`config.mk`:
```
export PLATFORM = sky130hd
export DESIGN_NAME = timer_gated_pwm_generator
export DESIGN_NICKNAME = d
export VERILOG_FILES = /design/src/hw/pwm_pkg.sv /design/src/hw/timer_link_if.sv /design/src/hw/timer_gated_pwm_generator.sv /design/src/hw/period_timer.sv
export VERILOG_INCLUDE_DIRS = /design/src /design/src/hw
export SDC_FILE = /design/constraint.sdc
export NUM_CORES = 1
export LEC_CHECK = 0
export BUFFER_PORTS_ARGS = -buffer_cell sky130_fd_sc_hd__buf_4
export CAP_MARGIN = 20
export CELL_PAD_IN_SITES_DETAIL_PLACEMENT = 0
export CELL_PAD_IN_SITES_GLOBAL_PLACEMENT = 2
export CORE_ASPECT_RATIO = 2
export CORE_UTILIZATION = 36
export DETAILED_ROUTE_END_ITERATION = 8
export PLACE_DENSITY = 0.85
export SYNTH_ARGS = -nofsm -noshare
export SYNTH_HDL_FRONTEND = slang
export SYNTH_SLANG_ARGS = --single-unit
```
`constraint.sdc`:
```
create_clock -name clk -period 2.55 [get_ports clk]
set_input_delay 0.255 -clock clk [delete_from_list [all_inputs] [get_ports clk]]
set_output_delay 0.255 -clock clk [all_outputs]
set_load 0.05 [all_outputs]
```
`src/hw/pwm_cfg.svh`:
```
`ifndef PWM_CFG_SVH
`define PWM_CFG_SVH

// Register offsets
`define OFS_CTRL 4'h0
`define OFS_PERIOD 4'h1
`define OFS_DUTY 4'h2
`define OFS_TSEL 4'h3
`define OFS_STAT 4'h4
`define OFS_IEN 4'h5
`define OFS_ICLR 4'h6
`define OFS_COUNT 4'h7

// Control register fields
`define CTRL_ON 0
`define CTRL_MODE_LO 1
`define CTRL_MODE_HI 5
`define CTRL_PRE_LO 6
`define CTRL_PRE_HI 7
`define CTRL_POST_LO 8
`define CTRL_POST_HI 11
`define CTRL_ALIGN 12
`define CTRL_DIR 13
`define CTRL_RST 16'h2000

// Timebase select field
`define TSEL_LO 0
`define TSEL_HI 1
`define TSEL_RST 2'h1
`define TSEL_PERIOD 2'h1

// Status and interrupt bits
`define ST_PERIOD 0
`define ST_TRAIL 1

// Other reset values
`define PERIOD_RST 8'hff
`define DUTY_RST 16'h0000

// Gate modes
`define GATE_SW 5'h00
`define GATE_HOLD_HI 5'h01
`define GATE_HOLD_LO 5'h02

// Oscillator periods per timer increment before prescale
`define FOSC_DIV 4

// Last prescaler step for each prescale choice
`define SUB_LAST_1 8'h03
`define SUB_LAST_4 8'h0f
`define SUB_LAST_16 8'h3f
`define SUB_LAST_64 8'hff

`endif

```
`src/hw/pwm_pkg.sv`:
```
package pwm_pkg;
  typedef enum logic [1:0] {presc_1, presc_4, presc_16, presc_64} prescale_type;
  typedef logic [7:0] count_type;
  typedef logic [4:0] gate_mode_type;
endpackage

```
`src/hw/timer_link_if.sv`:
```
`timescale 1ns/1ps
interface timer_link_if;
  logic run;
  logic gate_level;
  pwm_pkg::gate_mode_type gate_mode;
  pwm_pkg::prescale_type prescale;
  pwm_pkg::count_type period_match_value;
  pwm_pkg::count_type period_timer_count;
  logic [1:0] frac;
  logic period_evt;

  modport timer (
    input run,
    input gate_level,
    input gate_mode,
    input prescale,
    input period_match_value,
    output period_timer_count,
    output frac,
    output period_evt
  );
  modport ctrl (
    output run,
    output gate_level,
    output gate_mode,
    output prescale,
    output period_match_value,
    input period_timer_count,
    input frac,
    input period_evt
  );
endinterface

```
`src/hw/timer_gated_pwm_generator.sv`:
```
// What this block does
// - Gate code 00001 holds timer while gate high
// - Gate code 00010 holds timer while gate low
// - Gate hold stretches period and high time
// - Per-channel timebase select, defaults to period timer
// - Standard PWM runs on 8-bit period timer
// - Period is (match+1) times four times prescale
// - Pin set at period start unless duty zero
// - Duty copied into 10-bit buffer at start
// - Postscaler never changes PWM frequency
// - 10-bit duty, alignment bit picks justification
// - Duty writes take effect after next match
// - On bit synchronized before the timer acts
`timescale 1ns/1ps
`include "pwm_cfg.svh"
module timer_gated_pwm_generator (
  input wire logic clk,
  input wire logic rst_n,
  input wire logic [3:0] reg_addr,
  input wire logic [15:0] reg_wdata,
  input wire logic reg_wr,
  input wire logic reg_rd,
  output logic [15:0] reg_rdata,
  input wire logic external_gate_signal,
  output logic capture_pwm_channel_out,
  output logic capture_pwm_channel_oe,
  output logic irq
);
  timer_link_if lnk ();

  // Software registers
  logic [15:0] ctrl_ff;
  pwm_pkg::count_type period_match_value_ff;
  logic [15:0] duty_cycle_value_ff;
  logic [1:0] channel_timebase_select_ff;
  logic [1:0] status_ff;
  logic [1:0] nxt_status;
  logic [1:0] ien_ff;
  logic [15:0] rdata_ff;
  logic [15:0] nxt_rdata;

  // Synchronizers
  logic on_s1_ff;
  logic on_s2_ff;
  logic gate_s1_ff;
  logic gate_s2_ff;

  // PWM state
  logic [9:0] duty_buf_ff;
  logic pwm_ff;
  logic nxt_pwm;
  logic oe_ff;
  logic irq_ff;
  logic [3:0] post_cnt_ff;
  logic [3:0] nxt_post_cnt;

  // Address decode
  wire wr_ctrl = reg_wr && (reg_addr == `OFS_CTRL);
  wire wr_period = reg_wr && (reg_addr == `OFS_PERIOD);
  wire wr_duty = reg_wr && (reg_addr == `OFS_DUTY);
  wire wr_tsel = reg_wr && (reg_addr == `OFS_TSEL);
  wire wr_ien = reg_wr && (reg_addr == `OFS_IEN);
  wire wr_iclr = reg_wr && (reg_addr == `OFS_ICLR);

  // Control fields
  wire on_bit = ctrl_ff[`CTRL_ON];
  wire [3:0] post_set = ctrl_ff[`CTRL_POST_HI:`CTRL_POST_LO];
  wire align_left = ctrl_ff[`CTRL_ALIGN];
  wire pin_direction_control = ctrl_ff[`CTRL_DIR];

  // Channel uses the period timer only when selected
  wire pwm_run = (channel_timebase_select_ff == `TSEL_PERIOD);

  // Duty value taken from either justification
  wire [9:0] duty_sel = align_left ? duty_cycle_value_ff[15:6]
                                   : duty_cycle_value_ff[9:0];

  // Extended count and duty compare
  wire [9:0] ext_count = {lnk.period_timer_count, lnk.frac};
  wire period_start = lnk.period_evt && pwm_run;
  wire duty_hit = pwm_run && !lnk.period_evt && pwm_ff && (ext_count == duty_buf_ff);

  // Postscaler only paces the period flag
  wire post_hit = lnk.period_evt && (post_cnt_ff >= post_set);
  assign nxt_post_cnt = !lnk.period_evt ? post_cnt_ff :
                        (post_hit ? 4'h0 : post_cnt_ff + 4'h1);

  // Sticky flags where a new event wins over a clear
  wire [1:0] evt_vec = {duty_hit, post_hit};
  wire [1:0] clr_vec = wr_iclr ? reg_wdata[1:0] : 2'h0;
  assign nxt_status = (status_ff & ~clr_vec) | evt_vec;

  // Pin level for the next cycle
  assign nxt_pwm = !pwm_run ? 1'b0 :
                   period_start ? (duty_sel != 10'h000) :
                   duty_hit ? 1'b0 : pwm_ff;

  // Read mux
  assign nxt_rdata = !reg_rd ? 16'h0000 :
                     (reg_addr == `OFS_CTRL) ? ctrl_ff :
                     (reg_addr == `OFS_PERIOD) ? {8'h00, period_match_value_ff} :
                     (reg_addr == `OFS_DUTY) ? duty_cycle_value_ff :
                     (reg_addr == `OFS_TSEL) ? {14'h0000, channel_timebase_select_ff} :
                     (reg_addr == `OFS_STAT) ? {14'h0000, status_ff} :
                     (reg_addr == `OFS_IEN) ? {14'h0000, ien_ff} :
                     (reg_addr == `OFS_COUNT) ? {5'h00, pwm_ff, ext_count} :
                     16'h0000;

  // Timer link
  assign lnk.run = on_s2_ff;
  assign lnk.gate_level = gate_s2_ff;
  assign lnk.gate_mode = ctrl_ff[`CTRL_MODE_HI:`CTRL_MODE_LO];
  assign lnk.prescale = pwm_pkg::prescale_type'(ctrl_ff[`CTRL_PRE_HI:`CTRL_PRE_LO]);
  assign lnk.period_match_value = period_match_value_ff;

  period_timer u_timer (
    .clk(clk),
    .rst_n(rst_n),
    .lnk(lnk)
  );

  // Register writes
  always_ff @(posedge clk) begin
    if (!rst_n) begin
      ctrl_ff <= `CTRL_RST;
      period_match_value_ff <= `PERIOD_RST;
      duty_cycle_value_ff <= `DUTY_RST;
      channel_timebase_select_ff <= `TSEL_RST;
      ien_ff <= 2'h0;
    end else begin
      if (wr_ctrl) begin
        ctrl_ff <= reg_wdata;
      end
      if (wr_period) begin
        period_match_value_ff <= reg_wdata[7:0];
      end
      if (wr_duty) begin
        duty_cycle_value_ff <= reg_wdata;
      end
      if (wr_tsel) begin
        channel_timebase_select_ff <= reg_wdata[`TSEL_HI:`TSEL_LO];
      end
      if (wr_ien) begin
        ien_ff <= reg_wdata[1:0];
      end
    end
  end

  // On bit and gate pin cross into the timer logic
  always_ff @(posedge clk) begin
    if (!rst_n) begin
      on_s1_ff <= 1'b0;
      on_s2_ff <= 1'b0;
      gate_s1_ff <= 1'b0;
      gate_s2_ff <= 1'b0;
    end else begin
      on_s1_ff <= on_bit;
      on_s2_ff <= on_s1_ff;
      gate_s1_ff <= external_gate_signal;
      gate_s2_ff <= gate_s1_ff;
    end
  end

  // Duty buffer loads only at the start of a period
  always_ff @(posedge clk) begin
    if (!rst_n) begin
      duty_buf_ff <= 10'h000;
    end else if (period_start) begin
      duty_buf_ff <= duty_sel;
    end
  end

  // Pin, driver enable, flags, interrupt and read data
  always_ff @(posedge clk) begin
    if (!rst_n) begin
      pwm_ff <= 1'b0;
      oe_ff <= 1'b0;
      status_ff <= 2'h0;
      post_cnt_ff <= 4'h0;
      irq_ff <= 1'b0;
      rdata_ff <= 16'h0000;
    end else begin
      pwm_ff <= nxt_pwm;
      oe_ff <= !pin_direction_control;
      status_ff <= nxt_status;
      post_cnt_ff <= nxt_post_cnt;
      irq_ff <= |(nxt_status & ien_ff);
      rdata_ff <= nxt_rdata;
    end
  end

  assign capture_pwm_channel_out = pwm_ff;
  assign capture_pwm_channel_oe = oe_ff;
  assign irq = irq_ff;
  assign reg_rdata = rdata_ff;
endmodule

```
`src/hw/period_timer.sv`:
```
`timescale 1ns/1ps
`include "pwm_cfg.svh"
module period_timer (
  input wire logic clk,
  input wire logic rst_n,
  timer_link_if.timer lnk
);
  logic [7:0] sub_ff;
  logic [7:0] nxt_sub;
  pwm_pkg::count_type count_ff;
  pwm_pkg::count_type nxt_count;
  logic evt_ff;
  logic [7:0] sub_last;
  wire gated_hi = (lnk.gate_mode == `GATE_HOLD_HI) && lnk.gate_level;
  wire gated_lo = (lnk.gate_mode == `GATE_HOLD_LO) && !lnk.gate_level;
  wire hold = !lnk.run || gated_hi || gated_lo;
  // Prescaler wraps at once if a smaller prescale is chosen mid-count
  wire step = !hold && (sub_ff >= sub_last);
  wire match = step && (count_ff == lnk.period_match_value);

  // Prescale of four oscillator periods times 1, 4, 16 or 64
  assign sub_last = (lnk.prescale == pwm_pkg::presc_1) ? `SUB_LAST_1 :
                    (lnk.prescale == pwm_pkg::presc_4) ? `SUB_LAST_4 :
                    (lnk.prescale == pwm_pkg::presc_16) ? `SUB_LAST_16 :
                    `SUB_LAST_64;
  assign nxt_sub = hold ? sub_ff : (step ? 8'h00 : sub_ff + 8'h01);
  assign nxt_count = match ? 8'h00 : (step ? count_ff + 8'h01 : count_ff);

  // Two top prescaler bits extend the count for the duty compare
  assign lnk.frac = (lnk.prescale == pwm_pkg::presc_1) ? sub_ff[1:0] :
                    (lnk.prescale == pwm_pkg::presc_4) ? sub_ff[3:2] :
                    (lnk.prescale == pwm_pkg::presc_16) ? sub_ff[5:4] :
                    sub_ff[7:6];
  assign lnk.period_timer_count = count_ff;
  assign lnk.period_evt = evt_ff;

  always_ff @(posedge clk) begin
    if (!rst_n) begin
      sub_ff <= 8'h00;
      count_ff <= 8'h00;
      evt_ff <= 1'b0;
    end else begin
      sub_ff <= nxt_sub;
      count_ff <= nxt_count;
      evt_ff <= match;
    end
  end
endmodule

```
; ---- Word-level counts from Yosys, hierarchy flattened
; Index checks and enable logic that the tools add are counted.
[word_totals]
elab_cells = 92
reg_bits = 100
out_inout_bits = 19
[classes]
addsub = 3
reduce_logical = 30
bitwise = 5
n_lt_le_gt_ge = 2
eq_ne = 14
muxes = 19
[op_table]
columns = op, n
row1 = $mux W16, 3
row2 = $mux W11, 4
row3 = $mux W8, 4
row4 = $add A8 B1 Y8 const B, 2
row5 = $eq A4 B3 Y1 const B, 4
row6 = $logic_and A1 B1 Y1, 15
row7 = $eq A10 B10 Y1, 1
row8 = $mux W10, 1
row9 = $reduce_bool A10 Y1, 1
row10 = $eq A4 B2 Y1 const B, 2
row11 = $eq A8 B8 Y1, 1
row12 = $ge A8 B8 Y1, 1
row13 = $mux W2, 4
row14 = $eq A5 B1 Y1 const B, 1
row15 = $eq A5 B2 Y1 const B, 1
row16 = $logic_not A1 Y1, 5
row17 = $add A4 B1 Y4 const B, 1
row18 = $and A2 B2 Y2, 2
row19 = $eq A2 B1 Y1 const B, 2
row20 = $eq A4 B1 Y1 const B, 1
row21 = $ge A4 B4 Y1, 1
row22 = $logic_not A4 Y1, 1
row23 = $mux W4, 1
row24 = $reduce_and A2 Y1, 2
row25 = 9 further kinds, 12

; ---- Logic depth before layout (Yosys ltp)
; Gate-level depths: netlist (run 1).
[depth]
depth_word = 11
depth_mapped = 8
depth_no_buf = 7

; ---- Cells and area by module
; From an unflattened synthesis (run 1), not the netlist that was laid out.
[unflattened]
hier_cells = 558
hier_area_um2 = 4922.2
[modules_own_cells]
columns = module, instances, area_per_inst_um2, cells_each, seq_area_each_um2
row1 = timer_gated_pwm_generator, 1, 3776.1, 432, 1661.6
row2 = period_timer, 1, 1146.1, 126, 340.3

; ---- Worst setup path before layout (run 1)
; Ideal clock, no wire load.
[synth_timing]
path_type = reg2reg
start = reg ctrl_ff[6]
end = reg u_timer.sub_ff[7]
t_arrival_ns = 1.829
path_slack_ns = 0.650
setup_time_ns = 0.071
path_buffers = 1
required_ns = 2.479
path_stages_with_launch = 9
path_cell_list = dfxtp_1 > nor2_1 > ha_1 > a21oi_1 > o22ai_1 > nor4_2 > buf_2 > o21ai_1 > a21oi_1
[synth_via]
elab_chain_len = 7
[synth_lines]
columns = item, line
row1 = "start, declared", timer_gated_pwm_generator.sv:32  ; logic [15:0] ctrl_ff;
row2 = "start signal, assigned", timer_gated_pwm_generator.sv:125  ; ctrl_ff <= `CTRL_RST;
row3 = "start signal, assigned", timer_gated_pwm_generator.sv:132  ; ctrl_ff <= reg_wdata;
row4 = $eq A2 B2 Y1, period_timer.sv:24  ; (lnk.prescale == pwm_pkg::presc_16) ? `SUB_LAST_16 :
row5 = $mux W8 (no line) (2 in a row), --
row6 = $mux W8 (no line) (*), --
row7 = $ge A8 B8 Y1 (*), period_timer.sv:18  ; wire step = !hold && (sub_ff >= sub_last);
row8 = $logic_and A1 B1 Y1 (*), period_timer.sv:18
row9 = $mux W8 (*), period_timer.sv:26  ; assign nxt_sub = hold ? sub_ff : (step ? 8'h00 : sub_ff + 8'h01);
row10 = "end signal, assigned", period_timer.sv:43  ; sub_ff <= nxt_sub;
row11 = "end, declared", period_timer.sv:8  ; logic [7:0] sub_ff;
; Every way passes the cells marked *; elsewhere a longest branch is shown, timed or not.
; A chain may end at the register's enable or synchronous reset.

; ---- Worst setup path after layout (run 1)
[layout_timing]
start = reg ctrl_ff[6]
end = reg u_timer.count_ff[5], in the netlist u_timer.lnk.period_timer_count[5]
[layout_via]
elab_chain_len = 8
[layout_lines]
columns = item, line
row1 = $eq A2 B2 Y1, period_timer.sv:24
row2 = $mux W8 (no line) (2 in a row), --
row3 = $mux W8 (no line) (*), --
row4 = $ge A8 B8 Y1 (*), period_timer.sv:18
row5 = $logic_and A1 B1 Y1 (*), period_timer.sv:18
row6 = $logic_and A1 B1 Y1, period_timer.sv:19  ; wire match = step && (count_ff == lnk.period_match_value);
row7 = $reduce_or A2 Y1 (no line), --
row8 = "end signal, assigned", period_timer.sv:44  ; count_ff <= nxt_count;
row9 = "end, declared", period_timer.sv:10  ; pwm_pkg::count_type count_ff;
; Marked as above.

==> results of run 1 <==
[cells in the mapped netlist (all sizes together), types with 3 or more instances]
cell type | number | area share, %
a2111oi | 4 | 0.71
a211o | 4 | 0.71
a211oi | 4 | 0.61
a21boi | 36 | 5.5
a21oi | 19 | 1.9
a22oi | 11 | 1.7
a32o | 6 | 1.2
and2 | 10 | 1.3
and3 | 4 | 0.51
and3b | 3 | 0.53
buf | 16 | 1.6
clkbuf | 23 | 1.8
dfxtp | 100 | 41
ha | 13 | 3.3
inv | 12 | 0.92
mux2i | 19 | 3.9
nand2 | 108 | 8.3
nand2b | 9 | 1.1
nand3 | 20 | 2.0
nand4 | 5 | 0.64
nor2 | 31 | 2.4
nor2b | 7 | 0.89
nor3 | 9 | 1.0
nor3b | 8 | 1.3
nor4 | 6 | 1.1
o211a | 9 | 1.8
o211ai | 4 | 0.61
o21ai | 9 | 0.99
o22ai | 3 | 0.38
o31ai | 5 | 0.76
or3 | 3 | 0.38
xnor2 | 11 | 2.0
xor2 | 15 | 2.7
[cell type report]
class | instances | area, µm²
inverters | 12 | 45.0
flip-flops and latches | 100 | 2000
clock buffers | 10 | 229
repair buffers | 64 | 480
multi-input cells | 417 | 2700
clock inverters | 6 | 41.3
fillers | 1362 | 7670
well taps | 155 | 194
[path summary, 6_finish.rpt]
check / end / slack, ns / cells after the start
setup / recovery: u_timer.lnk.period_timer_count[5] / 0.23 / 7
setup reg to reg: u_timer.lnk.period_timer_count[5] / 0.23 / 7
hold / removal: gate_s1_ff / 0.11 / 2
hold reg to reg: lnk.run / 0.43 / 1
[logic make-up (layout without fill, tap and decap cells)]
| group | count (synthesis) | in the layout | share of synthesized area [%] |
|---|---|---|---|
| compound gates | 125 | 125 | 19.1 |
| xor+xnor | 26 | 26 | 4.64 |
| fa+ha+maj | 13 | 13 | 3.31 |
| buf+inv | 51 | 92 | 4.28 |
| flops | 100 | 100 | 40.8 |
| mux | 21 | 21 | 4.79 |
| simple gates | 232 | 232 | 23.1 |
[sequential cells by signal, summed over array words and instances, names as in the netlist]
register	flops
ien_ff	2
capture_pwm_channel_out	1
ctrl_ff	16
irq	1
lnk.period_match_value	8
u_timer.lnk.period_evt	1
gate_s1_ff	1
duty_buf_ff	10
channel_timebase_select_ff	2
lnk.run	1
u_timer.sub_ff	8
capture_pwm_channel_oe	1
duty_cycle_value_ff	16
reg_rdata	16
u_timer.lnk.period_timer_count	8
status_ff	2
gate_s2_ff	1
post_cnt_ff	4
on_s1_ff	1
[worst max-delay path, delay by kind of cell (launching register included)]
| kind | cells | cell delay, ns |
|---|---|---|
| AOI/OAI and AO/OA | 2 | 0.38 |
| and+or+nand+nor | 4 | 1.08 |
| adders and majority gates | 1 | 0.30 |
| DFF | 1 | 0.47 |
[per-stage QoR]
step / power (W) / setup slack, ns / instance area, µm²
floorplan: 0.00173 / 0.650 / 4910
detailed placement: 0.00182 / 0.266 / 5420
finish: 0.00305 / 0.234 / 5690
global route: 0.00316 / 0.0539 / 5690
CTS: 0.00308 / 0.251 / 5690
global placement: 0.00182 / 0.269 / 5420
[report_power, final]
group	leakage, nW	total, W	switching [W]	internal (W)
clock	0.124	0.00126	0.000604	0.000660
sequential	0.807	0.00159	0.0000148	0.00158
combinational	1.25	0.000192	0.000117	0.0000743
[layer usage]
| layer | track usage (%) | up-vias |
|---|---|---|
| met1 | 21.3 | 2029 |
| li1 | - | 2068 |
| met4 | 13.9 | 0 |
| met3 | 2.81 | 34 |
| met2 | 40.1 | 86 |
| met5 | 0 | - |
==> reports/results.tsv, run 1 <==
stage	metric	value	unit
finish	most frequent cells in the layout	108 x nand2_1, 100 x dfxtp_1, 64 x buf_4	
die	Die Wd	84.6	µm
place	gp weighted congestion	0.876	
die	Initial Util	36.8	%
finish	synthesis-to-layout area growth	15.9	%
route	Via Count	4217	
route	drt drc	3	
timing	Worst Skew	0.00572	ns
critical_path	Worst path slowest cell	dfxtp_1	
route	met2 routed WL	8080	µm
cts	clock tree root buffer cell	clkbuf_16	
cts	CTS tree	built	
global_routing	antenna violations before repair	0	
die	I/O Pins	44	
cts	clk slew on worst S/H paths	0.07	ns
synth	Yosys reg bits	100	
min_path	hold path start	external_gate_signal	
finish	layout cell share with drive strength beyond 1	14.8	%
place	IO buf count	43	
global_routing	GRT Resource Usage Total	21.3	%
cts	Longest Clk Path Bufs	2	
die	Rows	60	
power	Max rail drop VDD	0.328	mV
critical_path	Slowest Stage Delay on Critical Path	0.47	ns
synth	register area share after synthesis	40.8	%
synth	YS warnings	0	
finish	ant diodes	0	
critical_path	crit path launch type	flip-flop	
synth	fraction of registers with async set/reset	0	%
die	die footprint	14100	µm²
critical_path	worst-path cell chain	nand2_1 -> ha_1 -> o21a_1 -> nor2_1 -> nand3b_1 -> or3_1 -> a32o_1	
critical_path	Critical Path AT	2.56	ns
power	power per cell area	535	nW/µm²
timing	Setup TNS Final	0	ns
outcome	failing checks	DRC	
timing	Fmax	0.432	GHz
route	met1 WL	5350	µm
finish	commonest non-fill, non-tap cell in the layout	nand2_1	
global_routing	largest net degree at the start of global routing	62	
critical_path	Worst Path Required	2.79	ns
timing	RSZ-0062 raised after global routing	no	
route	TritonRoute pass-1 iters	6	
cts	CTS H-tree depth	3	
critical_path	Worst setup startpoint	ctrl_ff[6]	
synth	syn_nets	606	
die	Core Box Area	13400	µm²
timing	Slew Limit Fails	0	
critical_path	Worst Path Max Fanout	13	
cts	clock buffer count from CTS	9	
timing	crit share post-route	90.8	%
critical_path	RR Startpoint	ctrl_ff[6]	
timing	Final Hold Fails	0	
route	Routed Antenna Nets	0	
die	Die H	167	µm
cts	CTS resizes	0	
place	dpl cells	748	
synth	mean area per synthesized cell	8.65	µm²
timing	hold_ws	0.114	ns
global_routing	GR Overflow Total	0	
route	initial DRC count	230	
synth	distinct cell type count after synthesis	60	
critical_path	element type at the critical path end	flip-flop	
global_routing	first-pass GRT wire length	22800	µm
cts	Post-CTS Setup Repair Bufs	0	
cts	hold buffer count at cts	0	
timing	minimum clock period	2.32	ns
timing	worst-margin pin slew	0.682	ns
timing	Final Setup Violations	0	
outcome	outcome	complete, but fails checks	
finish	nets	642	
place	HPWL Detailed	11300	µm
synth	dominant synthesized flop cell	dfxtp_1	
critical_path	critical path class	reg2reg	
job	Max-Cap Viols	0	
finish	Finished Core Util	42.6	%
timing	Rel. slew slack	54.4	%
finish	post-route insts no fill	764	
synth	Mapped Cells	568	
cts	Clock Latency Late Sink	0.35	ns
route	metal3 WL	360	µm
route	drt total wl	14700	µm
global_routing	vias in the first global route	4200	
route	WL per Instance	19.2	µm
cts	Num Clock Sinks	100	
route	vias per cell	5.52	
min_path	Hold Crit Class	in2reg	
route	top layer in use	met4	
synth	synthesized area	4910	µm²
power	LEAKAGE	2.19	nW
synth	Post-synth EDFFs	0	
Note: power is estimated with default switching activity, not from simulation.
==> inputs of run 2 (changes only) <==
==> constraint.sdc (replaced) <==
create_clock -name clk -period 2.55 [get_ports clk]
set_input_delay 0.3825 -clock clk [delete_from_list [all_inputs] [get_ports clk]]
set_output_delay 0.3825 -clock clk [all_outputs]
set_load 0.05 [all_outputs]
==> reports/results.tsv, run 2 (same netlist as run 1, synthesis figures left out) <==
stage	metric	value	unit	change
route	Via Count	4284		+1.6%
cts	CTS H-tree depth	3		unchanged
global_routing	GR Overflow Total	0		unchanged
critical_path	critical path's top delay family	simple AND/OR/NAND/NOR gates		
route	TritonRoute pass-1 iters	8		+2
cts	clk slew on worst S/H paths	0.07	ns	about the same
timing	minimum clock period	2.19	ns	-0.123 ns
finish	nets	648		+0.93%
job	Max-Cap Viols	0		unchanged
cts	Longest Clk Path Bufs	2		unchanged
outcome	failing checks	DRC		
finish	most frequent cells in the layout	108 x nand2_1, 100 x dfxtp_1, 70 x buf_4		
route	WL per Instance	19.6	µm	+2.0%
timing	Final Setup Violations	0		unchanged
min_path	Hold Path End	gate_s1_ff		
critical_path	element type at the critical path end	flip-flop		
critical_path	r2r endpoint	u_timer.lnk.period_timer_count[4]		
route	drt total wl	15000	µm	+2.7%
route	drt drc	2		-1
power	Max rail drop VDD	0.389	mV	+18%
finish	post-route cell area	5740	µm²	+0.92%
cts	Num Clock Sinks	100		unchanged
finish	layout cell share with drive strength beyond 1	15.6	%	+0.86 points
place	IO buf count	43		unchanged
critical_path	crit path launch type	flip-flop		
min_path	hold path depth	2		unchanged
route	vias per cell	5.57		+0.93%
cts	Clock Latency Late Sink	0.34	ns	about the same
cts	CTS tree	built		
min_path	hold path start	external_gate_signal		
timing	worst-margin pin slew	0.623	ns	-0.0585 ns
cts	CTS resizes	0		unchanged
critical_path	worst path bufs/invs	1		+1
die	I/O Pins	44		unchanged
min_path	Hold Crit Class	in2reg		
power	LEAKAGE	2.21	nW	+1.3%
global_routing	antenna violations before repair	0		unchanged
critical_path	Slowest Stage Delay on Critical Path	0.39	ns	-0.08 ns
critical_path	critical path class	reg2reg		
die	Die H	167	µm	unchanged
critical_path	Worst Path Required	2.83	ns	+0.04 ns
timing	Final Hold Fails	0		unchanged
cts	clock tree root buffer cell	clkbuf_16		
cts	clock buffer count from CTS	9		unchanged
critical_path	worst-path cell chain	nand2_1 -> ha_1 -> o21a_1 -> nor2_1 -> nand3b_1 -> buf_4 -> nor3b_2 -> a32o_1		
critical_path	r2r worst-path depth	8		+1
global_routing	first-pass GRT wire length	23500	µm	+3.1%
place	dpl cell area	5470	µm²	+0.83%
place	gp weighted congestion	0.978		+12%
die	Die Wd	84.6	µm	unchanged
finish	commonest non-fill, non-tap cell in the layout	nand2_1		
global_routing	GRT Resource Usage Total	21.9	%	+0.63 points
timing	Slew Limit Fails	0		unchanged
global_routing	vias in the first global route	4347		+3.5%
die	die footprint	14100	µm²	unchanged
die	Rows	60		unchanged
timing	Worst Skew	0.00854	ns	+0.00283 ns
cts	Post-CTS Setup Repair Bufs	0		unchanged
route	initial DRC count	231		+0.43%
critical_path	flop2flop setup slack	0.36	ns	+0.12 ns
cts	hold buffer count at cts	0		unchanged
global_routing	largest net degree at the start of global routing	33		-47%
route	Routed Antenna Nets	0		unchanged
finish	post-route insts no fill	769		+0.65%
power	power per cell area	534	nW/µm²	-0.21%
place	dpl cells	754		+0.80%
timing	Setup TNS Final	0	ns	unchanged
timing	Fmax	0.456	GHz	+5.6%
finish	ant diodes	0		unchanged
critical_path	RR Startpoint	ctrl_ff[7]		
die	Initial Util	36.8	%	unchanged
critical_path	Worst Path Max Fanout	11		-2
critical_path	Worst path slowest cell	nand3b_1		
timing	Rel. slew slack	57.4	%	+2.9 points
finish	synthesis-to-layout area growth	16.9	%	
die	Core Box Area	13400	µm²	unchanged
critical_path	Critical Path AT	2.48	ns	-0.08 ns
place	HPWL Detailed	11600	µm	+3.3%
timing	crit share post-route	86.0	%	-4.8 points
timing	RSZ-0062 raised after global routing	no		
outcome	outcome	complete, but fails checks		
run 2: changes by cell type in the layout (fill, tap and decap cells not counted):
cell | previous run | this run
clkinv_2 | 2 | 0
clkbuf_1 | 1 | 0
clkinvlp_4 | 3 | 4
clkbuf_8 | 0 | 1
buf_4 | 64 | 70
run 2: worst max-delay path by stage:
stage	startpoint	endpoint	slack, ns	cells after the start
2_1_floorplan	ctrl_ff[6]	u_timer.sub_ff[7]	0.65	8
3_3_place_gp	ctrl_ff[7]	u_timer.lnk.period_timer_count[7]	0.51	8
3_5_place_dp	ctrl_ff[7]	u_timer.lnk.period_timer_count[4]	0.40	8
4_1_cts	ctrl_ff[7]	u_timer.lnk.period_timer_count[4]	0.37	8
5_1_grt	ctrl_ff[7]	u_timer.lnk.period_timer_count[6]	0.25	8
6_report	ctrl_ff[7]	u_timer.lnk.period_timer_count[4]	0.36	8
run 2: worst register-to-register path: stages (launching register included):
cell and delay (ns):
dfxtp_1 0.33, nand2_1 0.10, ha_1 0.29, o21a_1 0.12, nor2_1 0.05, nand3b_1 0.39
buf_4 0.28, nor3b_2 0.39, a32o_1 0.20
run 2: cell type report:
cell class                      count  area, µm²
Timing Repair Buffer               70        526
Inverter                           12       45.0
Fill cell                        1354       7620
Tap cell                          155        194
Multi-Input combinational cell    417       2700
Clock buffer                       10        239
Sequential cell                   100       2000
Clock inverter                      5       38.8
run 2: layer usage:
layer | track usage, % | up-vias | routed length, µm
met4 | 17.1 | 0 | 1190
met5 | 0 | - | 0
met3 | 2.91 | 53 | 399
li1 | - | 2080 | -
met1 | 22.1 | 2055 | 5480
met2 | 39.8 | 96 | 7970
run 2: metrics by stage:
step | power (W) | utilization, % | hold WS, ns | setup slack, ns
final | 0.00307 | 43.0 | 0.248 | 0.356
after global routing | 0.00318 | 43.0 | 0.258 | 0.249
after CTS | 0.00311 | 43.0 | 0.245 | 0.367
after detailed placement | 0.00182 | 40.9 | 0.423 | 0.405
after global placement | 0.00182 | 40.9 | 0.420 | 0.512
after floorplan | 0.00173 | - | 0.412 | 0.650
run 2: where the power goes:
group	leakage (nW)	switching (W)	internal [W]
Sequential	0.807	0.0000142	0.00158
Clock	0.123	0.000596	0.000684
Combinational	1.28	0.000120	0.0000770
Total	2.21	0.000731	0.00234
